--- config.mk ---
export PLATFORM = sky130hd
export DESIGN_NAME = evru_core
export DESIGN_NICKNAME = d
export VERILOG_FILES = /design/src/rtl/evru_core.v
export VERILOG_INCLUDE_DIRS = /design/src /design/src/rtl
export SDC_FILE = /design/constraint.sdc
export NUM_CORES = 1
export LEC_CHECK = 0
export BUFFER_PORTS_ARGS = -buffer_cell sky130_fd_sc_hd__buf_2
export CORE_MARGIN = 5
export CORE_UTILIZATION = 45
export CTS_BUF_LIST = sky130_fd_sc_hd__clkbuf_2
export DETAILED_ROUTE_END_ITERATION = 6
export GPL_TIMING_DRIVEN = 1
export PLACE_DENSITY = 0.77
export SYNTH_ARGS = -nofsm -noshare
export SYNTH_HDL_FRONTEND = slang
export SYNTH_SLANG_ARGS = --single-unit
--- constraint.sdc ---
create_clock -name core_clk -period 4.3 [get_ports core_clk]
set_clock_uncertainty 0.15 [all_clocks]
set_input_delay 0.86 -clock core_clk [delete_from_list [all_inputs] [get_ports core_clk]]
set_output_delay 0.86 -clock core_clk [all_outputs]
set_load 0.05 [all_outputs]
--- src/rtl/evru_defines.vh ---
// Constants for the exception vector and reset unit.
// Assumes inclusion by evru_core.v only.
`ifndef EVRU_DEFINES_VH
`define EVRU_DEFINES_VH
`define EVRU_VEC_RESET_SSP 8'h00
`define EVRU_VEC_BUS_ERR 8'h02
`define EVRU_VEC_ADDR_ERR 8'h03
`define EVRU_VEC_ILLEGAL 8'h04
`define EVRU_VEC_DIV_ZERO 8'h05
`define EVRU_VEC_BOUNDS 8'h06
`define EVRU_VEC_OVF_TRAP 8'h07
`define EVRU_VEC_PRIV 8'h08
`define EVRU_VEC_TRACE 8'h09
`define EVRU_VEC_LINE_A 8'h0a
`define EVRU_VEC_LINE_F 8'h0b
`define EVRU_VEC_UNINIT 8'h0f
`define EVRU_VEC_SPURIOUS 8'h18
`define EVRU_VEC_TRAP_BASE 8'h20
`define EVRU_TABLE_BASE 24'h000000
`define EVRU_TABLE_LAST 24'h0003ff
`define EVRU_IPL_RESET 3'h7
`define EVRU_SRC_INTERNAL 2'h0
`define EVRU_SRC_TRAP 2'h1
`define EVRU_SRC_IACK 2'h2
`define EVRU_SRC_AUTO 2'h3
`define EVRU_RSTO_NS 124
`endif

--- src/rtl/evru_core.v ---
// Exception vector address generation and reset sequencing.
// Assumes a word-wide memory reader that answers rd_req with rd_ack.
`timescale 1ns/10ps
`include "evru_defines.vh"
module evru_core #(
  parameter RSTO_NS = `EVRU_RSTO_NS,
  parameter CLK_PERIOD_NS = 5
) (
  input wire core_clk,
  input wire rst_n,
  input wire exc_req,
  input wire [1:0] exc_src,
  input wire [7:0] exc_vec_num,
  input wire [3:0] trap_num,
  input wire [2:0] iack_level,
  input wire iack_berr,
  input wire [15:0] bus_data,
  output wire exc_busy,
  output reg exc_done_ff,
  output reg [7:0] vec_num_ff,
  output reg [23:0] addr_ff,
  output reg rd_req_ff,
  input wire rd_ack,
  output reg supervisor_program_space_ff,
  output reg supervisor_data_space_ff,
  output reg iack_cycle_ff,
  output reg [31:0] vec_value_ff,
  output reg [31:0] supervisor_stack_pointer_ff,
  output reg [31:0] pc_ff,
  output reg pc_valid_ff,
  output reg supervisor_ff,
  output reg trace_ff,
  output reg [2:0] ipl_mask_ff,
  input wire reset_instr,
  output reg reset_out_ff,
  output wire reset_out_done
);
  localparam ST_RESET_SSP_HI = 3'h0;
  localparam ST_RESET_SSP_LO = 3'h1;
  localparam ST_RESET_PC_HI = 3'h2;
  localparam ST_RESET_PC_LO = 3'h3;
  localparam ST_IDLE = 3'h4;
  localparam ST_IACK = 3'h5;
  localparam ST_VEC_HI = 3'h6;
  localparam ST_VEC_LO = 3'h7;
  // Least pulse time rounds up to whole cycles
  localparam RSTO_CYC = (RSTO_NS + CLK_PERIOD_NS - 1) / CLK_PERIOD_NS;
  localparam [7:0] RSTO_CNT = RSTO_CYC[7:0];

  reg [2:0] state_ff;
  reg [2:0] nxt_state;
  reg [7:0] rsto_cnt_ff;
  reg [2:0] lvl_ff;
  wire [31:0] offset;
  reg [7:0] nxt_vec;

  // Start and answer strobes, named once for the next-state, word and reset out processes below
  wire word_taken;
  wire take_iack;
  wire take_vec;
  wire rsto_start;

  // Zero-filled long offset doubles as absolute address
  assign offset = {22'h000000, vec_num_ff, 2'h0};
  assign exc_busy = (state_ff != ST_IDLE);
  assign reset_out_done = reset_out_ff && (rsto_cnt_ff == 8'h01);
  // An answer only counts while a read is asked for
  assign word_taken = rd_req_ff && rd_ack;
  assign take_iack = exc_req && (exc_src == `EVRU_SRC_IACK);
  assign take_vec = exc_req && (exc_src != `EVRU_SRC_IACK);
  assign rsto_start = reset_instr && supervisor_ff && !reset_out_ff;

  always @* begin
    nxt_vec = exc_vec_num;
    case (exc_src)
      `EVRU_SRC_TRAP: begin
        nxt_vec = `EVRU_VEC_TRAP_BASE + {4'h0, trap_num};
      end
      `EVRU_SRC_AUTO: begin
        // Level 0 never reaches here; it would alias spurious
        nxt_vec = `EVRU_VEC_SPURIOUS + {5'h00, iack_level};
      end
      default: begin
        nxt_vec = exc_vec_num;
      end
    endcase
  end

  always @* begin
    nxt_state = state_ff;
    case (state_ff)
      ST_RESET_SSP_HI: begin
        if (word_taken) nxt_state = ST_RESET_SSP_LO;
      end
      ST_RESET_SSP_LO: begin
        if (word_taken) nxt_state = ST_RESET_PC_HI;
      end
      ST_RESET_PC_HI: begin
        if (word_taken) nxt_state = ST_RESET_PC_LO;
      end
      ST_RESET_PC_LO: begin
        if (word_taken) nxt_state = ST_IDLE;
      end
      ST_IDLE: begin
        if (take_iack) begin
          nxt_state = ST_IACK;
        end else if (take_vec) begin
          nxt_state = ST_VEC_HI;
        end
      end
      ST_IACK: begin
        // Bus error ends the acknowledge as well as an answer
        if (word_taken || iack_berr) nxt_state = ST_VEC_HI;
      end
      ST_VEC_HI: begin
        if (word_taken) nxt_state = ST_VEC_LO;
      end
      ST_VEC_LO: begin
        if (word_taken) nxt_state = ST_IDLE;
      end
      default: nxt_state = ST_IDLE;
    endcase
  end

  // Reset wins over everything; no stacking happens here at all
  always @(posedge core_clk or negedge rst_n) begin
    if (!rst_n) begin
      state_ff <= ST_RESET_SSP_HI;
      vec_num_ff <= 8'h00;
      addr_ff <= 24'h000000;
      rd_req_ff <= 1'b0;
      supervisor_program_space_ff <= 1'b0;
      supervisor_data_space_ff <= 1'b0;
      iack_cycle_ff <= 1'b0;
      exc_done_ff <= 1'b0;
      lvl_ff <= 3'h0;
    end else begin
      state_ff <= nxt_state;
      exc_done_ff <= 1'b0;
      rd_req_ff <= 1'b0;
      iack_cycle_ff <= 1'b0;
      supervisor_program_space_ff <= 1'b0;
      supervisor_data_space_ff <= 1'b0;
      case (state_ff)
        ST_RESET_SSP_HI, ST_RESET_SSP_LO, ST_RESET_PC_HI,
        ST_RESET_PC_LO: begin
          // Reset vector is four words in program space
          rd_req_ff <= ~rd_ack;
          supervisor_program_space_ff <= ~rd_ack;
          // Next word of the entry; idle code wraps back to zero
          addr_ff <= `EVRU_TABLE_BASE
            + {21'h000000, nxt_state[1:0], 1'b0};
        end
        ST_IDLE: begin
          if (exc_req) begin
            lvl_ff <= iack_level;
            vec_num_ff <= nxt_vec;
            if (exc_src == `EVRU_SRC_IACK) begin
              iack_cycle_ff <= 1'b1;
              rd_req_ff <= 1'b1;
              addr_ff <= {20'h00000, iack_level, 1'b1};
            end else begin
              rd_req_ff <= 1'b1;
              supervisor_data_space_ff <= 1'b1;
              addr_ff <= {14'h0000, nxt_vec, 2'h0};
            end
          end
        end
        ST_IACK: begin
          iack_cycle_ff <= ~(rd_ack | iack_berr);
          rd_req_ff <= 1'b1;
          if (iack_berr) begin
            vec_num_ff <= `EVRU_VEC_SPURIOUS;
            addr_ff <= {14'h0000, `EVRU_VEC_SPURIOUS, 2'h0};
            supervisor_data_space_ff <= 1'b1;
          end else if (rd_ack) begin
            vec_num_ff <= bus_data[7:0];
            addr_ff <= {14'h0000, bus_data[7:0], 2'h0};
            supervisor_data_space_ff <= 1'b1;
          end else begin
            addr_ff <= {20'h00000, lvl_ff, 1'b1};
          end
        end
        ST_VEC_HI: begin
          rd_req_ff <= 1'b1;
          supervisor_data_space_ff <= 1'b1;
          addr_ff <= offset[23:0];
          if (rd_ack) begin
            addr_ff <= offset[23:0] + 24'h000002;
          end
        end
        ST_VEC_LO: begin
          rd_req_ff <= ~rd_ack;
          supervisor_data_space_ff <= ~rd_ack;
          addr_ff <= offset[23:0] + 24'h000002;
          if (rd_ack) begin
            exc_done_ff <= 1'b1;
          end
        end
        default: rd_req_ff <= 1'b0;
      endcase
    end
  end

  // Status bits; interrupts also set the mask to their level
  always @(posedge core_clk or negedge rst_n) begin
    if (!rst_n) begin
      supervisor_ff <= 1'b1;
      trace_ff <= 1'b0;
      ipl_mask_ff <= `EVRU_IPL_RESET;
    end else if (state_ff == ST_IDLE && exc_req) begin
      supervisor_ff <= 1'b1;
      trace_ff <= 1'b0;
      if (exc_src == `EVRU_SRC_IACK || exc_src == `EVRU_SRC_AUTO) begin
        ipl_mask_ff <= iack_level;
      end
    end
  end

  // Words land only on an answered read of the matching state
  always @(posedge core_clk or negedge rst_n) begin
    if (!rst_n) begin
      vec_value_ff <= 32'h00000000;
      supervisor_stack_pointer_ff <= 32'h00000000;
      pc_ff <= 32'h00000000;
      pc_valid_ff <= 1'b0;
    end else if (word_taken) begin
      case (state_ff)
        ST_RESET_SSP_HI: begin
          supervisor_stack_pointer_ff[31:16] <= bus_data;
        end
        ST_RESET_SSP_LO: begin
          supervisor_stack_pointer_ff[15:0] <= bus_data;
        end
        ST_RESET_PC_HI: begin
          pc_ff[31:16] <= bus_data;
        end
        ST_RESET_PC_LO: begin
          pc_ff[15:0] <= bus_data;
          pc_valid_ff <= 1'b1;
        end
        ST_VEC_HI: begin
          vec_value_ff[31:16] <= bus_data;
        end
        ST_VEC_LO: begin
          // Handler address goes straight on, no extra cycle
          vec_value_ff[15:0] <= bus_data;
          pc_ff <= {vec_value_ff[31:16], bus_data};
        end
        default: begin
          pc_valid_ff <= pc_valid_ff;
        end
      endcase
    end
  end

  // Reset out pulse; no exception, processing carries on
  always @(posedge core_clk or negedge rst_n) begin
    if (!rst_n) begin
      reset_out_ff <= 1'b0;
      rsto_cnt_ff <= 8'h00;
    end else if (rsto_start) begin
      reset_out_ff <= 1'b1;
      rsto_cnt_ff <= RSTO_CNT;
    end else if (reset_out_ff) begin
      // A new request while pulsing is ignored, not queued
      rsto_cnt_ff <= rsto_cnt_ff - 8'h01;
      if (rsto_cnt_ff == 8'h01) begin
        reset_out_ff <= 1'b0;
      end
    end
  end
endmodule // evru_core

==> impl_summary.txt <==
----------------------------------------------------
[Status]
  Run status ... completed

[Floorplanning]
  Top-Level Pins ... around 180
  Overall die height ... ~130 µm
  Effective utilization at floorplan ... 0.453
  Rows ... 43
  Floorplan core area ... approximately 0.014 mm²
  Area of the die ... 0.0163 mm²
  DIE WIDTH ... approximately 130 µm

[Synthesis]
  Synth Cell Area ... 0.00622 mm²
  Gate count after technology mapping ... roughly 550
  Total number of yosys warnings ... 0
  Share of the yosys chip area belonging to registers ... 0.556
  Primary flip-flop cell chosen by synthesis mapping ... dfrtp_1
  Distinct cell type count after synthesis ... 56
  Share of async-settable or async-resettable flops after synthesis ... 1.00
  Post-synthesis register bit count ... approximately 140
  Syn Area/Cell ... around 11 µm²
  Count of flip-flops with a built-in enable after synthesis ... 0

[Worst setup path]
  Worst setup path class ... flop to output pin
  Worst EP required ... 3.29 ns
  Reg2reg start ... state_ff[1]
  Worst setup slack for register-to-register paths ... around 1.3 ns
  Crit Path Max Fanout ... 11
  Launching element type of the critical path ... flop
  Endpoint class of the critical path ... output pin
  Crit path from ... reset_out_ff
  Arrival time of the worst setup path ... about 2.8 ns

[Drt]
  Detail Route Antenna Nets ... 0
  DR vias/cell ... ~5.4
  Count of unresolved DRC violations after routing ... 0
  Detailed-route via count ... between 4000 and 5000
  Number of detailed-route iterations in the first pass ... 4
  Detailed Route WL ... roughly 17 mm
  Drt wl/cell ... 18.5 µm
  DR iter-0 viols ... between 400 and 500

[Global routing]
  Total routing usage reported by global routing ... 0.208
  Global-route wire length before repair ... about 26 mm
  Via count of the first global-routing pass ... a little under 5000
  Pin count of the biggest net entering global routing ... 110
  Leftover overflow at the end of global routing ... 0
  Initial antenna violation count ... 0

[Cells and area]
  Number of antenna diodes ... 0
  Layout net count ... between 700 and 800
  Area growth from synthesis to final layout ... 17.7%
  Filler Cells Inserted ... between 1000 and 1500
  Fraction of layout cells with a size suffix above 1 ... 0.394

[Clock network]
  Buffer depth of the longest clock path ... 2
  Clock latency reported for the late side of the worst-skew pair ... 0.72 ns
  Clock-pin transition on the worst setup and hold timing paths ... approximately 0.21 ns
  Cts repair resizes ... 0
  Maximum level of the CTS H-tree ... 4
  CTS Root Buffer Type ... clkbuf_2
  TritonCTS clock tree ... built
  Cts hold-fix bufs ... 0
  Post-CTS Setup Repair Bufs ... 0
  Number of clock buffers inserted by TritonCTS ... 17
  Clock tree sinks ... approximately 140

[Placement]
  Routability-driven placement congestion ratio ... roughly 0.87
  Total half-perimeter wirelength after legalization and detailed placement ... 11.6 mm
  Input/output buffers ... ~160

[STA]
  Fin. max-slew vios ... 0
  Total Neg Setup Slack ... 0 ns
  Final number of setup-violating endpoints ... 0
  RSZ-0062 raised after global routing ... false
  Worst-case headroom to the max-slew limit ... 0.287
  Crit share post-route ... 0.875
  Slew at the pin closest to its max-slew limit ... between 1 and 1.5 ns
  Fin. Hold Viols ... 0
  Final critical path time including I/O delays and setup ... roughly 3.8 ns
  Max Freq ... between 200 and 300 MHz

[Flow run]
  Number of violations of the max-capacitance limit ... 0

[Worst hold path]
  Min-delay worst type ... primary input to asynchronous set/reset pin

----------------------------------------------------
[critical path, stage by stage (launching register included)]
cell	delay, ns
dfrtp_1	0.55
or4b_1	0.52
or3_1	0.37
nor3b_1	0.29
buf_2	0.33
[per-layer routing]
metal / share of wire / wire (µm) / global-route usage / up-vias
li1: - / - / - / 2189
met1: 0.43 / 7110 / 0.280 / 2387
met2: 0.47 / 7850 / 0.323 / 201
met3: 0.083 / 1380 / 0.0648 / 20
met4: 0.014 / 229 / 0.0644 / 0
met5: 0 / 0 / 0 / -
[cells in the final DEF, fill, tap and decap left out, types with 6 or more instances in the layout]
cell type,Yosys,final
buf_2,9,163
dfrtp_1,135,135
nand2_1,101,101
mux2_2,61,61
o21ai_0,36,36
mux2i_1,23,23
nor2_1,20,20
a21oi_1,19,19
clkbuf_2,1,17
conb_1,2,16
mux2_4,10,10
inv_1,7,7
buf_4,18,6
[flip-flops by register name, summed over array words and instances (netlist names), 3 cells and up]
signal                       cells
vec_value_ff                    32
addr_ff                         10
pc_ff                           32
vec_num_ff                       8
lvl_ff                           3
rsto_cnt_ff                      8
state_ff                         3
supervisor_stack_pointer_ff     32
ipl_mask_ff                      3
[logic make-up (layout without fill, tap and decap cells)]
kind of cell / count (synthesis) / count (layout) / synth area share
compound gates: 91 / 91 / 0.0910
xor+xnor: 2 / 2 / 0.00282
fa+ha+maj: 2 / 2 / 0.00403
buf+inv: 56 / 209 / 0.0517
flops: 138 / 138 / 0.556
mux: 95 / 95 / 0.175
other cells: 2 / 16 / 0.00121
simple gates: 160 / 160 / 0.118
[path summary, 6_finish.rpt]
| check | end | depth (start not counted) |
|---|---|---|
| worst min-delay path | supervisor_stack_pointer_ff[14] | 1 |
| max in group asynchronous | supervisor_stack_pointer_ff[1] | 2 |
| worst max register to register | vec_value_ff[7] | 5 |
| worst max-delay path | reset_out_done | 4 |
| worst min register to register | rsto_cnt_ff[6] | 1 |
| min in group core_clk | pc_ff[11] | 3 |
[stage by stage]
stage           util  hold WS [ns]  setup WS (ns)  area [µm²]  instances
4_1_cts        0.533        0.0551          0.427        7310        893
3_3_place_gp   0.516         0.305           1.28        7080        862
6_report       0.533        0.0842          0.539        7310        893
3_5_place_dp   0.516         0.310           1.17        7080        862
5_1_grt        0.533        0.0965          0.279        7310        893
2_1_floorplan      -         0.289          0.396        6270        560
[Yosys cell counts, types with 2 or more instances]
| library cell | instances | area share |
|---|---|---|
| buf_4 | 18 | 0.022 |
| conb_1 | 2 | 0.0012 |
| o311ai_0 | 3 | 0.0042 |
| o21ai_0 | 36 | 0.029 |
| inv_1 | 7 | 0.0042 |
| nand2_1 | 101 | 0.061 |
| a21oi_1 | 19 | 0.015 |
| mux2_4 | 10 | 0.024 |
| o22ai_1 | 3 | 0.0030 |
| o31ai_1 | 2 | 0.0024 |
| nor3b_2 | 2 | 0.0040 |
| mux2i_1 | 23 | 0.037 |
| buf_2 | 9 | 0.0072 |
| dfrtp_1 | 135 | 0.54 |
| nand3_1 | 5 | 0.0040 |
| a21o_1 | 3 | 0.0036 |
| buf_6 | 2 | 0.0036 |
| o41ai_1 | 2 | 0.0028 |
| nor3_1 | 5 | 0.0040 |
| nor2_1 | 20 | 0.012 |
| nor4bb_1 | 2 | 0.0032 |
| a211oi_1 | 3 | 0.0036 |
| a32oi_1 | 5 | 0.0070 |
| ha_1 | 2 | 0.0040 |
| nand2b_1 | 3 | 0.0030 |
| clkbuf_1 | 16 | 0.0097 |
| a41oi_1 | 2 | 0.0028 |
| a22oi_1 | 4 | 0.0048 |
| mux2_2 | 61 | 0.11 |
| nor3b_1 | 4 | 0.0048 |
| nor2b_1 | 5 | 0.0050 |
| or3_1 | 3 | 0.0030 |
| a221oi_1 | 2 | 0.0028 |
| dfstp_2 | 3 | 0.013 |
| o21bai_1 | 2 | 0.0024 |
| xnor2_1 | 2 | 0.0028 |
[layout make-up]
class                      count  area [µm²]  share of cell area
sequential                   138        3460               0.473
multi-input combinational    366        2500               0.341
timing repair buffer         170         872               0.119
tap                          180         225              0.0308
clock inverter                14         149              0.0204
clock buffer                  17        85.1              0.0116
inverter                       8        30.0             0.00411
Power is not shown: default switching activity piles up to over one toggle a cycle in this logic, so the estimate is an artifact.
